--- src/inc/t1lb_cfg.svh ---
// constants of the t1 loopback and synchronisation block
`ifndef T1LB_CFG_SVH
`define T1LB_CFG_SVH

// stream channel and bit positions
`define T1LB_CH_MISC        5'h07
`define T1LB_CH_CTRL        5'h0b
`define T1LB_CH_LOOP        5'h0f
`define T1LB_FRAMING_BITS_SELECT_BIT       3'h3
`define T1LB_SYNC_LOST_BIT  3'h0
`define T1LB_LOOP_HI_BIT    3'h1
`define T1LB_LOOP_LO_BIT    3'h0

// t1 frame layout
`define T1LB_FRAME_BITS     8'hc1
`define T1LB_PAYLOAD_BITS   8'hc0
`define T1LB_SF_LAST        5'h0b
`define T1LB_ESF_LAST       5'h17

// framing patterns, bit i belongs to frame i+1
`define T1LB_SF_PATTERN     24'h00_03b1
`define T1LB_SF_FT_MASK     24'h00_0555
`define T1LB_SF_FS_MASK     24'h00_02aa
`define T1LB_ESF_PATTERN    24'h88_0800
`define T1LB_ESF_MASK       24'h88_8888

// loop code periods and timer
`define T1LB_ENABLE_PERIOD  3'h5
`define T1LB_DISABLE_PERIOD 3'h3
`define T1LB_FRAMES_PER_SEC 13'h1f40

// bit-oriented message form 11111110xxxxxx0
`define T1LB_BOM_MASK       15'h7f81
`define T1LB_BOM_VALUE      15'h7f00

`endif

--- src/inc/t1lb_pkg.sv ---
// types shared by the t1 loopback and synchronisation block
`default_nettype none

package t1lb_pkg;

	// encoding order follows control bits 1..0
	typedef enum logic [1:0] {
		T1LB_PASS,
		T1LB_PAYLOAD,
		T1LB_SEND_ENABLE,
		T1LB_SEND_DISABLE
	} t1lb_loop_mode_type;

	typedef enum logic {
		T1LB_HUNT,
		T1LB_SYNC
	} t1lb_sync_state_type;

	typedef struct packed {
		logic [2:0] unused;
		logic       loop_disable_detected;
		logic       loop_enable_detected;
		logic       frame_count_valid;
		logic       two_second_toggle;
		logic       bitmsg_valid;
	} t1lb_misc_status_type;

endpackage

`default_nettype wire

--- src/verilog/t1lb_loopback_sync.sv ---
// loopback mux, loop code generator, code detection, framing check and misc status
// How it works
// [RL1] payload is the 192 bits after the framing bit of each 193-bit frame
// [RL2] payload loopback returns only t1 channels; framer adds fresh framing and crc
// [RL3] payload loopback puts the framer receive stream on the serial data output
// [RL4] system transmit, framer receive and framer transmit input are wired externally
// [RL5] control bits 00 pass, 01 payload loop, 10 send 00001, 11 send 001
// [RL6] loop codes are generated on the serial data output in all 24 channels
// [RL7] disable-detected bit 4 sets after five frames of repeating 001
// [RL8] enable-detected bit 3 sets after five frames of repeating 00001
// [RL9] both detectors tolerate three errors per thousand bits
// [RL10] software waits five seconds of detect before switching line loopback
// [RL11] own sf and esf alignment from the dual-rail line and 8 khz timing
// [RL12] count-valid bit 2 needs two clean superframes and framer sync not lost
// [RL13] framing error count is frozen while count-valid is low
// [RL14] sf checks ft and fs (not sixth fs) when framing select set, else ft
// [RL15] count-valid drops on two errors in four framing bits or framer sync loss
// [RL16] status bit 1 toggles once per second
// [RL17] status bit 0 is high while a valid bit-oriented message is held
// [RL18] status bits 7 to 5 read as zero
`include "t1lb_cfg.svh"
`default_nettype none

module t1lb_loopback_sync
	import t1lb_pkg::*;
#(
	parameter logic [12:0] FRAMES_PER_SEC = `T1LB_FRAMES_PER_SEC
) (
	input  wire logic                 clk,
	input  wire logic                 sys_rst,
	input  wire logic                 stbus_frame_pulse,
	input  wire logic                 stbus_bit_tick,
	input  wire logic                 tx_stream_in,
	input  wire logic                 rx_stream_in,
	input  wire logic                 control_stream_in,
	input  wire logic                 framer_status_in,
	input  wire logic                 line_bit_tick,
	input  wire logic                 rx_rail_a_n,
	input  wire logic                 rx_rail_b_n,
	input  wire logic                 extracted_8k_in,
	input  wire logic                 esf_mode_in,
	input  wire logic                 bom_present_in,
	input  wire logic [14:0]          bom_word_in,
	output var  logic                 serial_data_out,
	output var  logic                 status_stream_out,
	output var  t1lb_misc_status_type misc_status_word,
	output var  logic [3:0]           frame_error_count
);

	// ************************************************************
	// stream side state
	// ************************************************************
	logic [7:0]           pos_reg,      pos_next;
	logic                 loop_hi_reg,  loop_hi_next;
	t1lb_loop_mode_type   loop_mode_reg, loop_mode_next;
	logic                 framing_bits_select_reg,     framing_bits_select_next;
	logic                 sync_lost_reg, sync_lost_next;
	logic [2:0]           gen_phase_reg, gen_phase_next;
	logic                 sdo_reg,      sdo_next;
	logic                 sto_reg,      sto_next;
	logic [12:0]          sec_cnt_reg,  sec_cnt_next;
	logic                 tmr_reg,      tmr_next;
	logic [7:0]           cur_pos;
	logic [4:0]           cur_ch;
	logic [2:0]           cur_b;
	logic                 t1_ch;
	logic [2:0]           code_last;
	logic                 code_bit;

	// ************************************************************
	// line side state
	// ************************************************************
	logic                 e8_prev_reg,  e8_prev_next;
	logic                 e8_pend_reg,  e8_pend_next;
	logic [7:0]           lpos_reg,     lpos_next;
	logic [4:0]           fcnt_reg,     fcnt_next;
	t1lb_sync_state_type  state_reg,    state_next;
	logic [1:0]           clean_reg,    clean_next;
	logic                 sf_err_reg,   sf_err_next;
	logic [3:0]           win_reg,      win_next;
	logic                 valid_reg,    valid_next;
	logic [3:0]           fe_cnt_reg,   fe_cnt_next;
	t1lb_misc_status_type misc_reg,     misc_next;
	logic                 line_bit;
	logic [7:0]           cur_lpos;
	logic                 frame_bit_tick;
	logic                 payload_tick;
	logic [4:0]           sf_last;
	logic                 exp_bit;
	logic                 term_bit;
	logic                 chk_bit;
	logic                 f_err;
	logic                 term_err;
	logic                 en_det;
	logic                 dis_det;

	localparam logic [23:0] SF_PAT  = `T1LB_SF_PATTERN;
	localparam logic [23:0] SF_FT   = `T1LB_SF_FT_MASK;
	localparam logic [23:0] SF_FS   = `T1LB_SF_FS_MASK;
	localparam logic [23:0] ESF_PAT = `T1LB_ESF_PATTERN;
	localparam logic [23:0] ESF_MSK = `T1LB_ESF_MASK;

	// 24 of the 32 stream channels carry t1 channels
	function automatic logic is_t1_channel(input logic [4:0] ch);
		return ch[1:0] != 2'h0;
	endfunction

	// ************************************************************
	// stream position, control capture, output mux, timer
	// ************************************************************
	always_comb begin
		cur_pos   = stbus_frame_pulse ? 8'h00 : pos_reg + 8'h01;
		cur_ch    = cur_pos[7:3];
		cur_b     = 3'h7 - cur_pos[2:0];
		t1_ch     = is_t1_channel(cur_ch);
		code_last = ((loop_mode_reg == T1LB_SEND_DISABLE) ? `T1LB_DISABLE_PERIOD
			: `T1LB_ENABLE_PERIOD) - 3'h1;
		code_bit  = (gen_phase_reg == code_last); // [RL5]
		pos_next       = pos_reg;
		loop_hi_next   = loop_hi_reg;
		loop_mode_next = loop_mode_reg;
		framing_bits_select_next      = framing_bits_select_reg;
		sync_lost_next = sync_lost_reg;
		gen_phase_next = gen_phase_reg;
		sdo_next       = sdo_reg;
		sto_next       = sto_reg;
		sec_cnt_next   = sec_cnt_reg;
		tmr_next       = tmr_reg;
		if (stbus_bit_tick) begin
			pos_next = cur_pos;
			if (cur_ch == `T1LB_CH_LOOP && cur_b == `T1LB_LOOP_HI_BIT) begin
				loop_hi_next = control_stream_in;
			end
			if (cur_ch == `T1LB_CH_LOOP && cur_b == `T1LB_LOOP_LO_BIT) begin
				loop_mode_next = t1lb_loop_mode_type'({loop_hi_reg, control_stream_in}); // [RL5]
			end
			if (cur_ch == `T1LB_CH_CTRL && cur_b == `T1LB_FRAMING_BITS_SELECT_BIT) begin
				framing_bits_select_next = control_stream_in;
			end
			if (cur_ch == `T1LB_CH_LOOP && cur_b == `T1LB_SYNC_LOST_BIT) begin
				sync_lost_next = framer_status_in;
			end
			// framing bits are not in the stream, the framer inserts its own
			case (loop_mode_reg)
				T1LB_PASS: begin
					sdo_next = tx_stream_in; // [RL5]
				end
				T1LB_PAYLOAD: begin
					sdo_next = t1_ch ? rx_stream_in : tx_stream_in; // [RL2] [RL3] [RL4]
				end
				T1LB_SEND_ENABLE, T1LB_SEND_DISABLE: begin
					sdo_next = t1_ch ? code_bit : tx_stream_in; // [RL6]
				end
				default: begin
					sdo_next = tx_stream_in;
				end
			endcase
			if (t1_ch && (loop_mode_reg == T1LB_SEND_ENABLE
				|| loop_mode_reg == T1LB_SEND_DISABLE)) begin
				gen_phase_next = (gen_phase_reg >= code_last) ? 3'h0 : gen_phase_reg + 3'h1;
			end
			sto_next = (cur_ch == `T1LB_CH_MISC) ? misc_reg[cur_b] : framer_status_in;
			if (stbus_frame_pulse) begin
				if (sec_cnt_reg >= FRAMES_PER_SEC - 13'h1) begin
					sec_cnt_next = 13'h0;
					tmr_next     = ~tmr_reg; // [RL16]
				end else begin
					sec_cnt_next = sec_cnt_reg + 13'h1;
				end
			end
		end
	end

	always_ff @(posedge clk) begin
		if (sys_rst) begin
			pos_reg       <= 8'hff;
			loop_hi_reg   <= 1'b0;
			loop_mode_reg <= T1LB_PASS;
			framing_bits_select_reg      <= 1'b0;
			sync_lost_reg <= 1'b1;
			gen_phase_reg <= 3'h0;
			sdo_reg       <= 1'b0;
			sto_reg       <= 1'b0;
			sec_cnt_reg   <= 13'h0;
			tmr_reg       <= 1'b0;
		end else begin
			pos_reg       <= pos_next;
			loop_hi_reg   <= loop_hi_next;
			loop_mode_reg <= loop_mode_next;
			framing_bits_select_reg      <= framing_bits_select_next;
			sync_lost_reg <= sync_lost_next;
			gen_phase_reg <= gen_phase_next;
			sdo_reg       <= sdo_next;
			sto_reg       <= sto_next;
			sec_cnt_reg   <= sec_cnt_next;
			tmr_reg       <= tmr_next;
		end
	end

	// ************************************************************
	// line framing and alignment
	// ************************************************************
	always_comb begin
		line_bit       = ~rx_rail_a_n | ~rx_rail_b_n;
		cur_lpos       = (e8_pend_reg || lpos_reg >= `T1LB_FRAME_BITS - 8'h01) ? 8'h00
			: lpos_reg + 8'h01; // [RL11]
		frame_bit_tick = line_bit_tick && (cur_lpos == 8'h00);
		payload_tick   = line_bit_tick && (cur_lpos != 8'h00); // [RL1]
		sf_last        = esf_mode_in ? `T1LB_ESF_LAST : `T1LB_SF_LAST;
		exp_bit        = esf_mode_in ? ESF_PAT[fcnt_reg] : SF_PAT[fcnt_reg];
		term_bit       = esf_mode_in ? ESF_MSK[fcnt_reg] : SF_FT[fcnt_reg];
		chk_bit        = term_bit || (!esf_mode_in && framing_bits_select_reg && SF_FS[fcnt_reg]); // [RL14]
		f_err          = chk_bit && (line_bit != exp_bit);
		term_err       = term_bit && (line_bit != exp_bit);
		e8_prev_next = extracted_8k_in;
		e8_pend_next = e8_pend_reg;
		lpos_next    = lpos_reg;
		fcnt_next    = fcnt_reg;
		state_next   = state_reg;
		clean_next   = clean_reg;
		sf_err_next  = sf_err_reg;
		win_next     = win_reg;
		fe_cnt_next  = fe_cnt_reg;
		if (line_bit_tick) begin
			lpos_next    = cur_lpos;
			e8_pend_next = 1'b0;
		end
		if (extracted_8k_in && !e8_prev_reg) begin
			e8_pend_next = 1'b1;
		end
		if (frame_bit_tick) begin
			// hunting slips one frame on each mismatch to try the next phase; sf hunting
			// also uses fs bits, ft alone repeats every four frames and could lock off phase
			if (state_reg == T1LB_HUNT && (f_err || (!esf_mode_in && SF_FS[fcnt_reg]
				&& line_bit != exp_bit))) begin
				fcnt_next   = fcnt_reg;
				clean_next  = 2'h0;
				sf_err_next = 1'b1;
			end else if (fcnt_reg >= sf_last) begin
				fcnt_next   = 5'h00;
				sf_err_next = 1'b0;
				// once qualified, only the two-in-four rule or framer sync loss clears valid
				clean_next  = (clean_reg == 2'h2) ? 2'h2
					: ((sf_err_reg || f_err) ? 2'h0 : clean_reg + 2'h1); // [RL12] [RL15]
			end else begin
				fcnt_next   = fcnt_reg + 5'h01;
				sf_err_next = sf_err_reg || f_err;
			end
			case (state_reg)
				T1LB_HUNT: begin
					if (clean_next != 2'h0) begin
						state_next = T1LB_SYNC;
						win_next   = 4'h0;
					end
				end
				T1LB_SYNC: begin
					if (term_bit) begin
						win_next = {win_reg[2:0], term_err};
					end
					if ((2'(win_next[0]) + 2'(win_next[1]) + 2'(win_next[2])
						+ 2'(win_next[3])) >= 2'h2) begin
						state_next = T1LB_HUNT; // [RL15]
						clean_next = 2'h0;
						win_next   = 4'h0;
					end
				end
				default: begin
					state_next = T1LB_HUNT;
				end
			endcase
			if (valid_reg && f_err) begin
				fe_cnt_next = fe_cnt_reg + 4'h1; // [RL13]
			end
		end
		valid_next = (state_reg == T1LB_SYNC) && (clean_reg == 2'h2)
			&& !sync_lost_reg; // [RL12] [RL15]
	end

	always_ff @(posedge clk) begin
		if (sys_rst) begin
			e8_prev_reg <= 1'b0;
			e8_pend_reg <= 1'b0;
			lpos_reg    <= 8'h00;
			fcnt_reg    <= 5'h00;
			state_reg   <= T1LB_HUNT;
			clean_reg   <= 2'h0;
			sf_err_reg  <= 1'b0;
			win_reg     <= 4'h0;
			valid_reg   <= 1'b0;
			fe_cnt_reg  <= 4'h0;
		end else begin
			e8_prev_reg <= e8_prev_next;
			e8_pend_reg <= e8_pend_next;
			lpos_reg    <= lpos_next;
			fcnt_reg    <= fcnt_next;
			state_reg   <= state_next;
			clean_reg   <= clean_next;
			sf_err_reg  <= sf_err_next;
			win_reg     <= win_next;
			valid_reg   <= valid_next;
			fe_cnt_reg  <= fe_cnt_next;
		end
	end

	// ************************************************************
	// loop code detectors on the payload bits
	// ************************************************************
	t1lb_code_detect #(
		.PERIOD      (5),
		.ONES_MIN    (30),
		.ONES_MAX    (47),
		.MISS_MAX    (8),
		.HOLD_FRAMES (5)
	) u_enable_detect (
		.clk         (clk),
		.sys_rst     (sys_rst),
		.bit_tick    (payload_tick),
		.bit_in      (line_bit),
		.frame_start (frame_bit_tick),
		.detected    (en_det)
	);

	t1lb_code_detect #(
		.PERIOD      (3),
		.ONES_MIN    (55),
		.ONES_MAX    (73),
		.MISS_MAX    (8),
		.HOLD_FRAMES (5)
	) u_disable_detect (
		.clk         (clk),
		.sys_rst     (sys_rst),
		.bit_tick    (payload_tick),
		.bit_in      (line_bit),
		.frame_start (frame_bit_tick),
		.detected    (dis_det)
	);

	// ************************************************************
	// miscellaneous status word
	// ************************************************************
	always_comb begin
		misc_next                       = misc_reg;
		misc_next.unused                = 3'h0; // [RL18]
		misc_next.loop_disable_detected = dis_det; // [RL7]
		misc_next.loop_enable_detected  = en_det; // [RL8]
		misc_next.frame_count_valid     = valid_reg;
		misc_next.two_second_toggle     = tmr_reg;
		misc_next.bitmsg_valid          = bom_present_in
			&& ((bom_word_in & `T1LB_BOM_MASK) == `T1LB_BOM_VALUE); // [RL17]
	end

	always_ff @(posedge clk) begin
		if (sys_rst) begin
			misc_reg <= '0;
		end else begin
			misc_reg <= misc_next;
		end
	end

	assign serial_data_out   = sdo_reg;
	assign status_stream_out = sto_reg;
	assign misc_status_word  = misc_reg;
	assign frame_error_count = fe_cnt_reg;
endmodule // t1lb_loopback_sync

`default_nettype wire

--- src/verilog/t1lb_code_detect.sv ---
// detector for one repeating loop code in the received payload
`default_nettype none

module t1lb_code_detect
	import t1lb_pkg::*;
#(
	parameter int PERIOD      = 5,
	parameter int ONES_MIN    = 30,
	parameter int ONES_MAX    = 47,
	parameter int MISS_MAX    = 8,
	parameter int HOLD_FRAMES = 5
) (
	input  wire logic clk,
	input  wire logic sys_rst,
	input  wire logic bit_tick,
	input  wire logic bit_in,
	input  wire logic frame_start,
	output var  logic detected
);

	logic [PERIOD-1:0] hist_reg,  hist_next;
	logic [7:0]        ones_reg,  ones_next;
	logic [7:0]        miss_reg,  miss_next;
	logic [2:0]        good_reg,  good_next;
	logic              det_reg,   det_next;
	logic              frame_ok;

	// ************************************************************
	// per-frame scoring
	// ************************************************************
	// a bit error costs two mismatches, so the miss budget absorbs
	// the framing bit slip of unframed codes plus a 3e-3 error rate
	always_comb begin
		hist_next = hist_reg;
		ones_next = ones_reg;
		miss_next = miss_reg;
		good_next = good_reg;
		det_next  = det_reg;
		frame_ok  = (miss_reg <= 8'(MISS_MAX)) && (ones_reg >= 8'(ONES_MIN))
			&& (ones_reg <= 8'(ONES_MAX));
		if (frame_start) begin
			good_next = frame_ok ? ((good_reg == 3'h7) ? good_reg : good_reg + 3'h1) : 3'h0;
			det_next  = frame_ok && (good_reg >= 3'(HOLD_FRAMES - 1)); // [RL7] [RL8] [RL9]
			ones_next = 8'h00;
			miss_next = 8'h00;
		end else if (bit_tick) begin
			hist_next = {hist_reg[PERIOD-2:0], bit_in};
			ones_next = ones_reg + 8'(bit_in);
			miss_next = miss_reg + 8'(bit_in != hist_reg[PERIOD-1]);
		end
	end

	always_ff @(posedge clk) begin
		if (sys_rst) begin
			hist_reg <= '0;
			ones_reg <= 8'h00;
			miss_reg <= 8'h00;
			good_reg <= 3'h0;
			det_reg  <= 1'b0;
		end else begin
			hist_reg <= hist_next;
			ones_reg <= ones_next;
			miss_reg <= miss_next;
			good_reg <= good_next;
			det_reg  <= det_next;
		end
	end

	assign detected = det_reg;
endmodule // t1lb_code_detect

`default_nettype wire

--- config.mk ---
export PLATFORM = sky130hd
export DESIGN_NAME = t1lb_loopback_sync
export DESIGN_NICKNAME = d
export VERILOG_FILES = /design/src/inc/t1lb_pkg.sv /design/src/verilog/t1lb_loopback_sync.sv /design/src/verilog/t1lb_code_detect.sv
export VERILOG_INCLUDE_DIRS = /design/src /design/src/inc
export SDC_FILE = /design/constraint.sdc
export NUM_CORES = 1
export LEC_CHECK = 0
export BUFFER_PORTS_ARGS = -buffer_cell sky130_fd_sc_hd__buf_2
export CAP_MARGIN = 20
export CELL_PAD_IN_SITES_DETAIL_PLACEMENT = 0
export CELL_PAD_IN_SITES_GLOBAL_PLACEMENT = 1
export CORE_MARGIN = 1.5
export CORE_UTILIZATION = 42
export CTS_CLUSTER_SIZE = 30
export DETAILED_ROUTE_END_ITERATION = 12
export MAX_ROUTING_LAYER = met4
export PLACE_DENSITY_LB_ADDON = 0.1
export SLEW_MARGIN = 20
export SYNTH_ARGS = -nofsm -noshare
export SYNTH_HDL_FRONTEND = slang
export SYNTH_SLANG_ARGS = --single-unit
--- constraint.sdc ---
create_clock -name clk -period 2.5 [get_ports clk]
set_input_delay 0.25 -clock clk [delete_from_list [all_inputs] [get_ports clk]]
set_output_delay 0.25 -clock clk [all_outputs]
set_load 0.01 [all_outputs]
==> results.md, run 1 <==
Global routing:
- In the global route stage, overall resource usage came out at 0.191.
- The global-route wire length before repair is 20.9 mm.
- The maximum number of pins on one net before global-route repair is 31.
- Global routing finished with a remaining overflow of 0.
- The via count of the first global-routing pass is 4,548.
- The number of antenna violations at the first check in global routing came to 0.

Routing:
- The detailed-route vias per instance is 5.31.
- The pre-antenna-repair detailed-routing pass consisted of 4 iterations.
- In the routed design, unresolved DRC markers number 0.
- The detailed router placed 4,743 vias in this run.
- The count of routing violations after the opening detailed-route iteration is 283.
- The sum of routed wire length over all layers is 12.4 mm.
- The routed wire length per instance is 13.9 µm.
- The count of nets left with antenna violations after detail routing is 0.

Timing:
- Derived from the worst setup path, the maximum achievable clock frequency is 391 MHz.
- The clock arrives with 0.00692 ns of skew.
- The final max-slew violation count is 0.
- The hold violation count in the final report is 0.
- For the pin with the worst max-slew slack, the measured transition is 0.595 ns.
- The routed design could run at a clock period as short as 2.56 ns.
- In the post-route analysis, the smallest setup slack over all paths is -0.0608 ns.
- Setup repair after global routing could not meet its margin everywhere.
- Setup violations remaining at the end of the flow were counted as 2.
- The post-route fraction of the period consumed by the critical path is 1.02.
- The worst pin sits at a relative slew slack of 0.599.

Floorplanning:
- The chip width is 118 µm.
- The core region is 0.0128 mm².
- The floorplan die height is 118 µm.
- The floorplan die area is 0.0140 mm².
- For this design the top-level I/O count stands at 43.
- The number of standard-cell rows in the floorplan is 41.
- For this configuration, the core starts out at a cell density of 0.437.

Outcome:
- The final reports fail on setup timing.
- The flow ran to the end, but the final reports show violations.

Logic synthesis:
- The sequential-to-total area share from yosys stat is 0.412.
- During synthesis, Yosys emitted a total of 0 warnings.
- The synthesized design contains 115 register bits.
- Counting flops with an async set or reset pin after synthesis yields a share of 0.
- Synthesis handed over a netlist of 625 instances.
- In the synthesized netlist the dominant register cell turns out to be dfxtp_1.
- The netlist area before placement is 0.00559 mm².
- In this run the mean area of a mapped cell was 8.94 µm².
- The number of enable-type register cells in the synthesized netlist is 0.
- The count of distinct cell types in the synthesized netlist is 65.

Layout:
- The number of inserted diodes is 0.
- Once layout is complete, the cells apart from fillers number 893.
- The fraction of layout instances using a drive strength above 1 is 0.221.
- The flip-flop count of the largest register after layout is 13.
- The total number of nets in the final design is 763.
- Compared with the post-synthesis result, the final layout area differs by 27.3%.

Placed design:
- Detailed placement finished with a half-perimeter wire length of 8.68 mm.
- The pre-CTS worst setup slack is -0.135 ns.
- In this run, placement finished with an instance count of 857.
- The global placer's final weighted congestion is 0.852.
- The number of port buffers is 33.

Clock tree:
- The cell at the root of the clock tree is clkbuf_16.
- Counting along the longest clock path gives a buffer depth of 2.
- The number of buffers created by CTS is 17.
- CTS saw 115 sinks.
- The number of H-tree branching levels is 4.
- The number of hold buffers added after cts is 0.
- TritonCTS built the clock tree.
- After clock tree synthesis, the clock-pin slew on the worst setup and hold paths is 0.05 ns.
- Clock latency on the worst-skew pair, taken at its later pin, is 0.42 ns.

Power and ir drop:
- The cell area power density is 676 mW/mm².
- The worst IR drop on VDD is 488 µV.
- For this design the static power due to leakage is 2.90 nW.
- After layout, the design draws a total of 4.81 mW.

Critical path:
- The category of the most critical setup path is register to register.
- The worst setup path is launched from a register.
- Along the worst path, the maximum fanout reaches 3.
- The endpoint class of the critical path is a register.
- The arrival time at the worst endpoint is 2.87 ns.
- At the worst endpoint, the required time is 2.81 ns.

Job:
- Max-cap violations in this run came to 0.

Hold path:
- The class of the most critical hold timing path is primary input to register.
worst max-delay path, stage by stage, from the launching register on:
cell and delay, ns:
dfxtp_1 0.30, or4b_4 0.55, nor3_4 0.24, a31oi_4 0.13
buf_6 0.15, or4_4 0.49, a21o_1 0.18, or3_1 0.30
o211a_1 0.11
layout make-up:
cell class	count	area [µm²]
Clock buffer	21	480
Clock inverter	10	130
Fill cell	1153	5660
Inverter	12	45.0
Multi-Input combinational cell	474	3330
Sequential cell	115	2300
Tap cell	172	215
Timing Repair Buffer	89	602
through the flow:
step,cell area (µm²),utilization,hold slack (ns),TNS (ns)
after floorplan,5640,-,0.335,0
after global placement,6290,0.493,0.435,-0.556
after detailed placement,6290,0.493,0.450,-1.12
after CTS,6990,0.547,0.0404,-0.0762
after global routing,7110,0.557,0.0550,-0.286
final,7110,0.557,0.0561,-0.0638
where the power goes:
part           switching [mW]  leakage, nW  total (mW)  internal, mW
logic                   0.236         1.67       0.424         0.188
registers              0.0339        0.932        1.91          1.88
clock network           0.823        0.300        2.48          1.65
total                    1.09         2.90        4.81          3.72
worst paths after layout:
check                   from           to  slack [ns]  cells after the start
min          extracted_8k_in  e8_prev_reg        0.06                      2
max              lpos_reg[5]     register       -0.06                      8
max reg2reg      lpos_reg[5]     register       -0.06                      8
min reg2reg    sync_lost_reg    valid_reg        0.46                      1
cells by family (layout without fill, tap and decap cells):
kind of cell,count (synthesis),count (layout),synth area share
other cells,1,3,0.000671
xor+xnor,46,46,0.0721
buf+inv,38,132,0.0282
flops,115,115,0.412
compound gates,119,119,0.144
simple gates,253,253,0.234
mux,28,28,0.0511
fa+ha+maj,25,25,0.0573
Yosys cell counts, types with 10 or more instances:
master / n / area share
nor2b_1: 14 / 0.016
xor2_1: 33 / 0.052
o21ai_0: 23 / 0.021
mux2i_1: 24 / 0.043
nand3_1: 21 / 0.019
dfxtp_1: 115 / 0.41
ha_1: 24 / 0.054
nor2_1: 90 / 0.060
a21oi_1: 28 / 0.025
and3_1: 10 / 0.011
xnor2_1: 13 / 0.020
nor3_1: 17 / 0.015
nand2_1: 34 / 0.023
inv_1: 11 / 0.0074
clkbuf_1: 14 / 0.0094
nand4_1: 16 / 0.018
per-layer routing:
metal / wire (µm) / global-route usage / part of all wire
met5: 0 / - / 0
met4: 194 / 0.0785 / 0.016
met3: 443 / 0.0608 / 0.036
met2: 5990 / 0.302 / 0.48
met1: 5780 / 0.226 / 0.47
what timing repair did:
action / CTS / global route
gates resized for setup: 14 / 19
buffers inserted: 2 / 3
endpoints found under the setup margin: 14 / 53
pin swaps: 3 / 6
cell usage in the layout, fill, tap and decap left out, drive strengths merged, types with 9 or more instances in the layout:
| cell | synthesis | routed |
|---|---|---|
| a21oi | 28 | 28 |
| a22oi | 9 | 9 |
| and3 | 10 | 10 |
| buf | 12 | 89 |
| clkbuf | 14 | 21 |
| dfxtp | 115 | 115 |
| ha | 24 | 24 |
| inv | 11 | 11 |
| mux2i | 24 | 24 |
| nand2 | 34 | 34 |
| nand3 | 21 | 21 |
| nand4 | 16 | 16 |
| nor2 | 90 | 90 |
| nor2b | 14 | 14 |
| nor3 | 18 | 18 |
| o21ai | 23 | 23 |
| xnor2 | 13 | 13 |
| xor2 | 33 | 33 |
Power figures use the tool's default switching activity.
==> inputs of run 2 (changes only) <==
SYNTH_HIERARCHICAL = 1   (was not set)
==> run 2 against run 1 <==
Against the previous run:
- die area rose by 5.5%
- the run now ends clean
- worst setup slack improved by 0.096 ns
- hold slack improved by 0.011 ns
- critical path type unchanged
- critical path depth did not move
- final area rose by 0.72%
- synthesized cell count rose by 6.9%
- sequential share of layout area rose by 0.62 points
- global-route usage fell by 0.82 points
- clock skew fell by 0.0018 ns
- flip-flop and latch count rose by 3
==> results.md, run 2 <==
Routing:
- The count of nets left with antenna violations after detail routing is 0 (unchanged).
- The count of routing violations after the opening detailed-route iteration came to 249 (-12%).
- The DRC violations left came to 0 (unchanged).
- The detailed-route vias per instance is 5.35 (+0.78%).
- The number of iterations in the first detailed-routing pass is 5 (+1).
- The routed wire length per instance is 13.4 µm (-3.4%).
- The sum of routed wire length over all layers came to 12.4 mm (about the same).
- The total number of vias is 4,946 (+4.3%).

Clock tree:
- The maximum number of buffers from clock root to sink is 2 (unchanged).
- The tree is rooted in a clkbuf_16.
- The clock edge transition at the registers on the reported setup and hold paths is 0.05 ns (about the same).
- The clock latency on the worst-skew pair is 0.41 ns (about the same).
- The TritonCTS sink count is 118 (+2.6%).
- The number of H-tree branching levels is 4 (unchanged).
- TritonCTS built the clock tree.
- The number of buffers created by CTS is 17 (unchanged).

Floorplanning:
- The chip width is 122 µm (+2.7%).
- The number of top-level design ports is 43 (unchanged).
- The area of the core is 0.0138 mm² (+7.8%).
- The number of standard-cell rows in the floorplan is 43 (+4.9%).
- The floorplan die area is 0.0148 mm² (+5.5%).
- The initial core utilization is 0.429 (-0.00876).
- The floorplan die height is 122 µm (+2.7%).

Placed design:
- The pre-CTS worst setup slack came to -0.0780 ns (+0.0567 ns).
- The global placer's final weighted congestion is 0.856 (+0.40%).
- The number of port buffers is 33 (unchanged).
- The HPWL reported at the end of detailed placement is 8.65 mm (-0.39%).

Critical path:
- The setup path with the least slack is of type register to register.
- The delay of the slowest cell on the worst path is 0.55 ns (about the same).
- The startpoint type of the worst setup path is a register.
- The critical path's top delay family is simple AND/OR/NAND/NOR gates.
- The slowest stage of the critical path belongs to the cell or4_4.
- The highest fanout seen on the critical path is 6 (+3).
- Walking the worst path, the cells encountered are buf_6 -> nand4_4 -> or3_4 -> a221o_2 -> or4_4 -> a21oi_4 -> a221o_1 -> a21oi_1.
- The worst path buffer plus inverter count came to 1 (unchanged).
- The arrival time at the worst endpoint is 2.76 ns (-0.11 ns).
- STA classifies the critical path endpoint as a register.
- The data required time of the critical path is 2.79 ns (-0.02 ns).

Layout:
- The fraction of layout instances using a drive strength above 1 is 0.202 (-0.0189).
- In the layout the commonest cells are 115 x dfxtp_1, 88 x nor2_1, 46 x nand2_1, 36 x a21oi_1, 33 x buf_2.
- The number of filler cells placed in the layout is 1,304 (+13%).
- The total number of nets in the final design is 785 (+2.9%).
- The flip-flop count of the largest register after layout is 13 (unchanged).
- The layout-stage area growth over the synthesis result is 21.3%.
- The number of inserted diodes came to 0 (unchanged).
- The library cell used most frequently in the layout, excluding fill and tap cells, is dfxtp_1.

Logic synthesis:
- The number of standard cells after synthesis is 668 (+6.9%).
- The total number of yosys warnings came to 6 (+6).
- Summed over all instances, the cell type with the most area after synthesis is dfxtp_1.
- Sorting the synthesized cells by how often they occur yields 118 x dfxtp_1, 89 x nor2_1, 46 x nand2_1.
- The number of enable-type register cells in the synthesized netlist came to 0 (unchanged).
- Yosys attributes the largest share of cell area to dfxtp_1 40%, nor2_1 5.7%, ha_1 5.1%.
- The mean cell area of the mapped netlist is 8.84 µm² (-1.1%).
- The total of flip-flops plus latches after synthesis is 118 (+2.6%).
- The top cell type's share of synthesized area is 0.400 (-0.0119).
- The most frequently used cell type in the post-synthesis netlist is dfxtp_1.
- The sequential-to-total area share from yosys stat was 0.400 (-0.0119).
- Among all flip-flop cells after synthesis, the most frequent one is dfxtp_1.
- The count of distinct cell types in the synthesized netlist came to 76 (+17%).
- The share of flip-flops with an asynchronous set or reset is 0 (unchanged).
- The netlist area before placement came to 0.00590 mm² (+5.7%).

Timing:
- The actual slew at the worst max-slew pin is 0.531 ns (-0.0641 ns).
- Setup repair after global routing could not meet its margin everywhere.
- The final max-slew violation count is 0 (unchanged).
- The shortest clock period the worst path allows after layout is 2.46 ns (-0.0962 ns).
- The final worst clock skew is 0.00510 ns (-0.00181 ns).
- The highest clock rate is 406 MHz (+3.9%).
- The post-route fraction of the period consumed by the critical path was 0.986 (-0.0385).
- The hold violation count in the final report came to 0 (unchanged).
- The relative max-transition margin is 0.645 (+0.0460).
- The post-layout worst setup margin came to 0.0355 ns (+0.0962 ns).
- The number of failing setup endpoints in the final timing report is 0 (-2).

Power and ir drop:
- The worst IR drop on VDD is 462 µV (-5.3%).
- The total net switching power is 1.11 mW (+1.6%).
- The design internal power came to 3.60 mW (-3.1%).
- The combinational cell fraction of total power came to 0.094 (+0.006).
- The clock power share came to 0.490 (-0.025).
- The total power consumption of the routed design came to 4.71 mW (-2.1%).
- The cell area power density is 658 mW/mm² (-2.8%).
- The reported leakage power is 2.86 nW (-1.6%).
- The power share of the sequential group came to 0.416 (+0.019).
- The switching share of power is 0.236 (+0.00860).

Global routing:
- The via count of the first global-routing pass is 4,606 (+1.3%).
- The global-route usage over all layers was 0.183 (-0.00823).
- The number of antenna violations at the first check in global routing is 0 (unchanged).
- The global-route wire length before repair came to 21.2 mm (+1.5%).
- The total congestion overflow after global routing is 0 (unchanged).
- The maximum number of pins on one net before global-route repair is 43 (+39%).

Outcome:
- The flow ran to the end, and the final reports show no timing, DRC or antenna violations.

Job:
- The number of maximum-capacitance constraint violations is 0 (unchanged).

Hold path:
- The class of the most critical hold timing path is primary input to register.
[run 2: cell types whose count changed in the layout (fill, tap and decap cells not counted), sizes merged, moves of 6 or more]
cell   change
a211o      -6
a21oi     +12
buf       -19
inv        +7
nand2     +13
nand4     +11
[run 2: what timing repair did]
| item | in CTS | in global routing |
|---|---|---|
| gates resized for setup | 1 | 25 |
| pin swaps | 6 | 11 |
| buffers inserted | 0 | 1 |
| hold endpoints to repair | 0 | 0 |
| hold buffers | 0 | 0 |
| setup endpoints to repair | 5 | 42 |
[run 2: area by class of cell]
type,instances,area [µm²],share of cell area
Multi-Input combinational cell,506,3460,0.483
Sequential cell,118,2370,0.330
Timing Repair Buffer,70,483,0.0674
Clock buffer,23,458,0.0639
Tap cell,180,225,0.0314
Clock inverter,9,103,0.0143
Inverter,18,70.1,0.00978
[run 2: cell families after synthesis]
kind of cell | count (synthesis) | synth area share
simple gates | 281 | 0.252
compound gates | 123 | 0.139
flops | 118 | 0.400
buf+inv | 46 | 0.0339
xor+xnor | 40 | 0.0593
mux | 34 | 0.0606
fa+ha+maj | 25 | 0.0543
other cells | 1 | 0.000635
[run 2: power groups by stage]
stage | Sequential [mW] | Combinational (mW) | Clock [mW]
finish | 1.96 | 0.442 | 2.31
global route | 1.97 | 0.496 | 2.46
CTS | 1.96 | 0.427 | 2.37
detailed placement | 2.00 | 0.423 | 0
global placement | 1.99 | 0.413 | 0
floorplan | 1.99 | 0.289 | 0
[run 2: layer usage]
layer / routed length [µm] / vias to the layer above / GRT usage / part of all wire
met2: 5830 / 74 / 0.288 / 0.47
met4: 144 / 0 / 0.0596 / 0.012
met1: 5990 / 2338 / 0.226 / 0.48
met5: 0 / - / - / 0
li1: - / 2524 / - / -
met3: 436 / 10 / 0.0534 / 0.035
[run 2: worst register-to-register path: cells and delay by family, from the launching register on]
kind,cells,cell delay (ns)
and+or+nand+nor,3,1.02
DFF,1,0.36
AOI/OAI and AO/OA,4,0.84
buffers and inverters,1,0.12
[run 2: stage by stage]
step | cell area [µm²] | TNS [ns] | util | hold slack, ns | cells
2_1_floorplan | 5910 | 0 | - | 0.378 | 670
6_report | 7160 | 0 | 0.520 | 0.0674 | 924
3_3_place_gp | 6470 | -0.110 | 0.470 | 0.441 | 891
5_1_grt | 7160 | -0.152 | 0.520 | 0.0709 | 924
4_1_cts | 7030 | 0 | 0.510 | 0.0514 | 923
3_5_place_dp | 6470 | -0.312 | 0.470 | 0.448 | 891
[run 2: final timing paths]
check                  startpoint             endpoint  slack, ns  cells after the start
setup / recovery      lpos_reg[1]             register       0.04                      8
setup reg to reg      lpos_reg[1]             register       0.04                      8
hold reg to reg         valid_reg  misc_status_word[2]       0.46                      1
hold / removal    extracted_8k_in          e8_prev_reg       0.07                      2
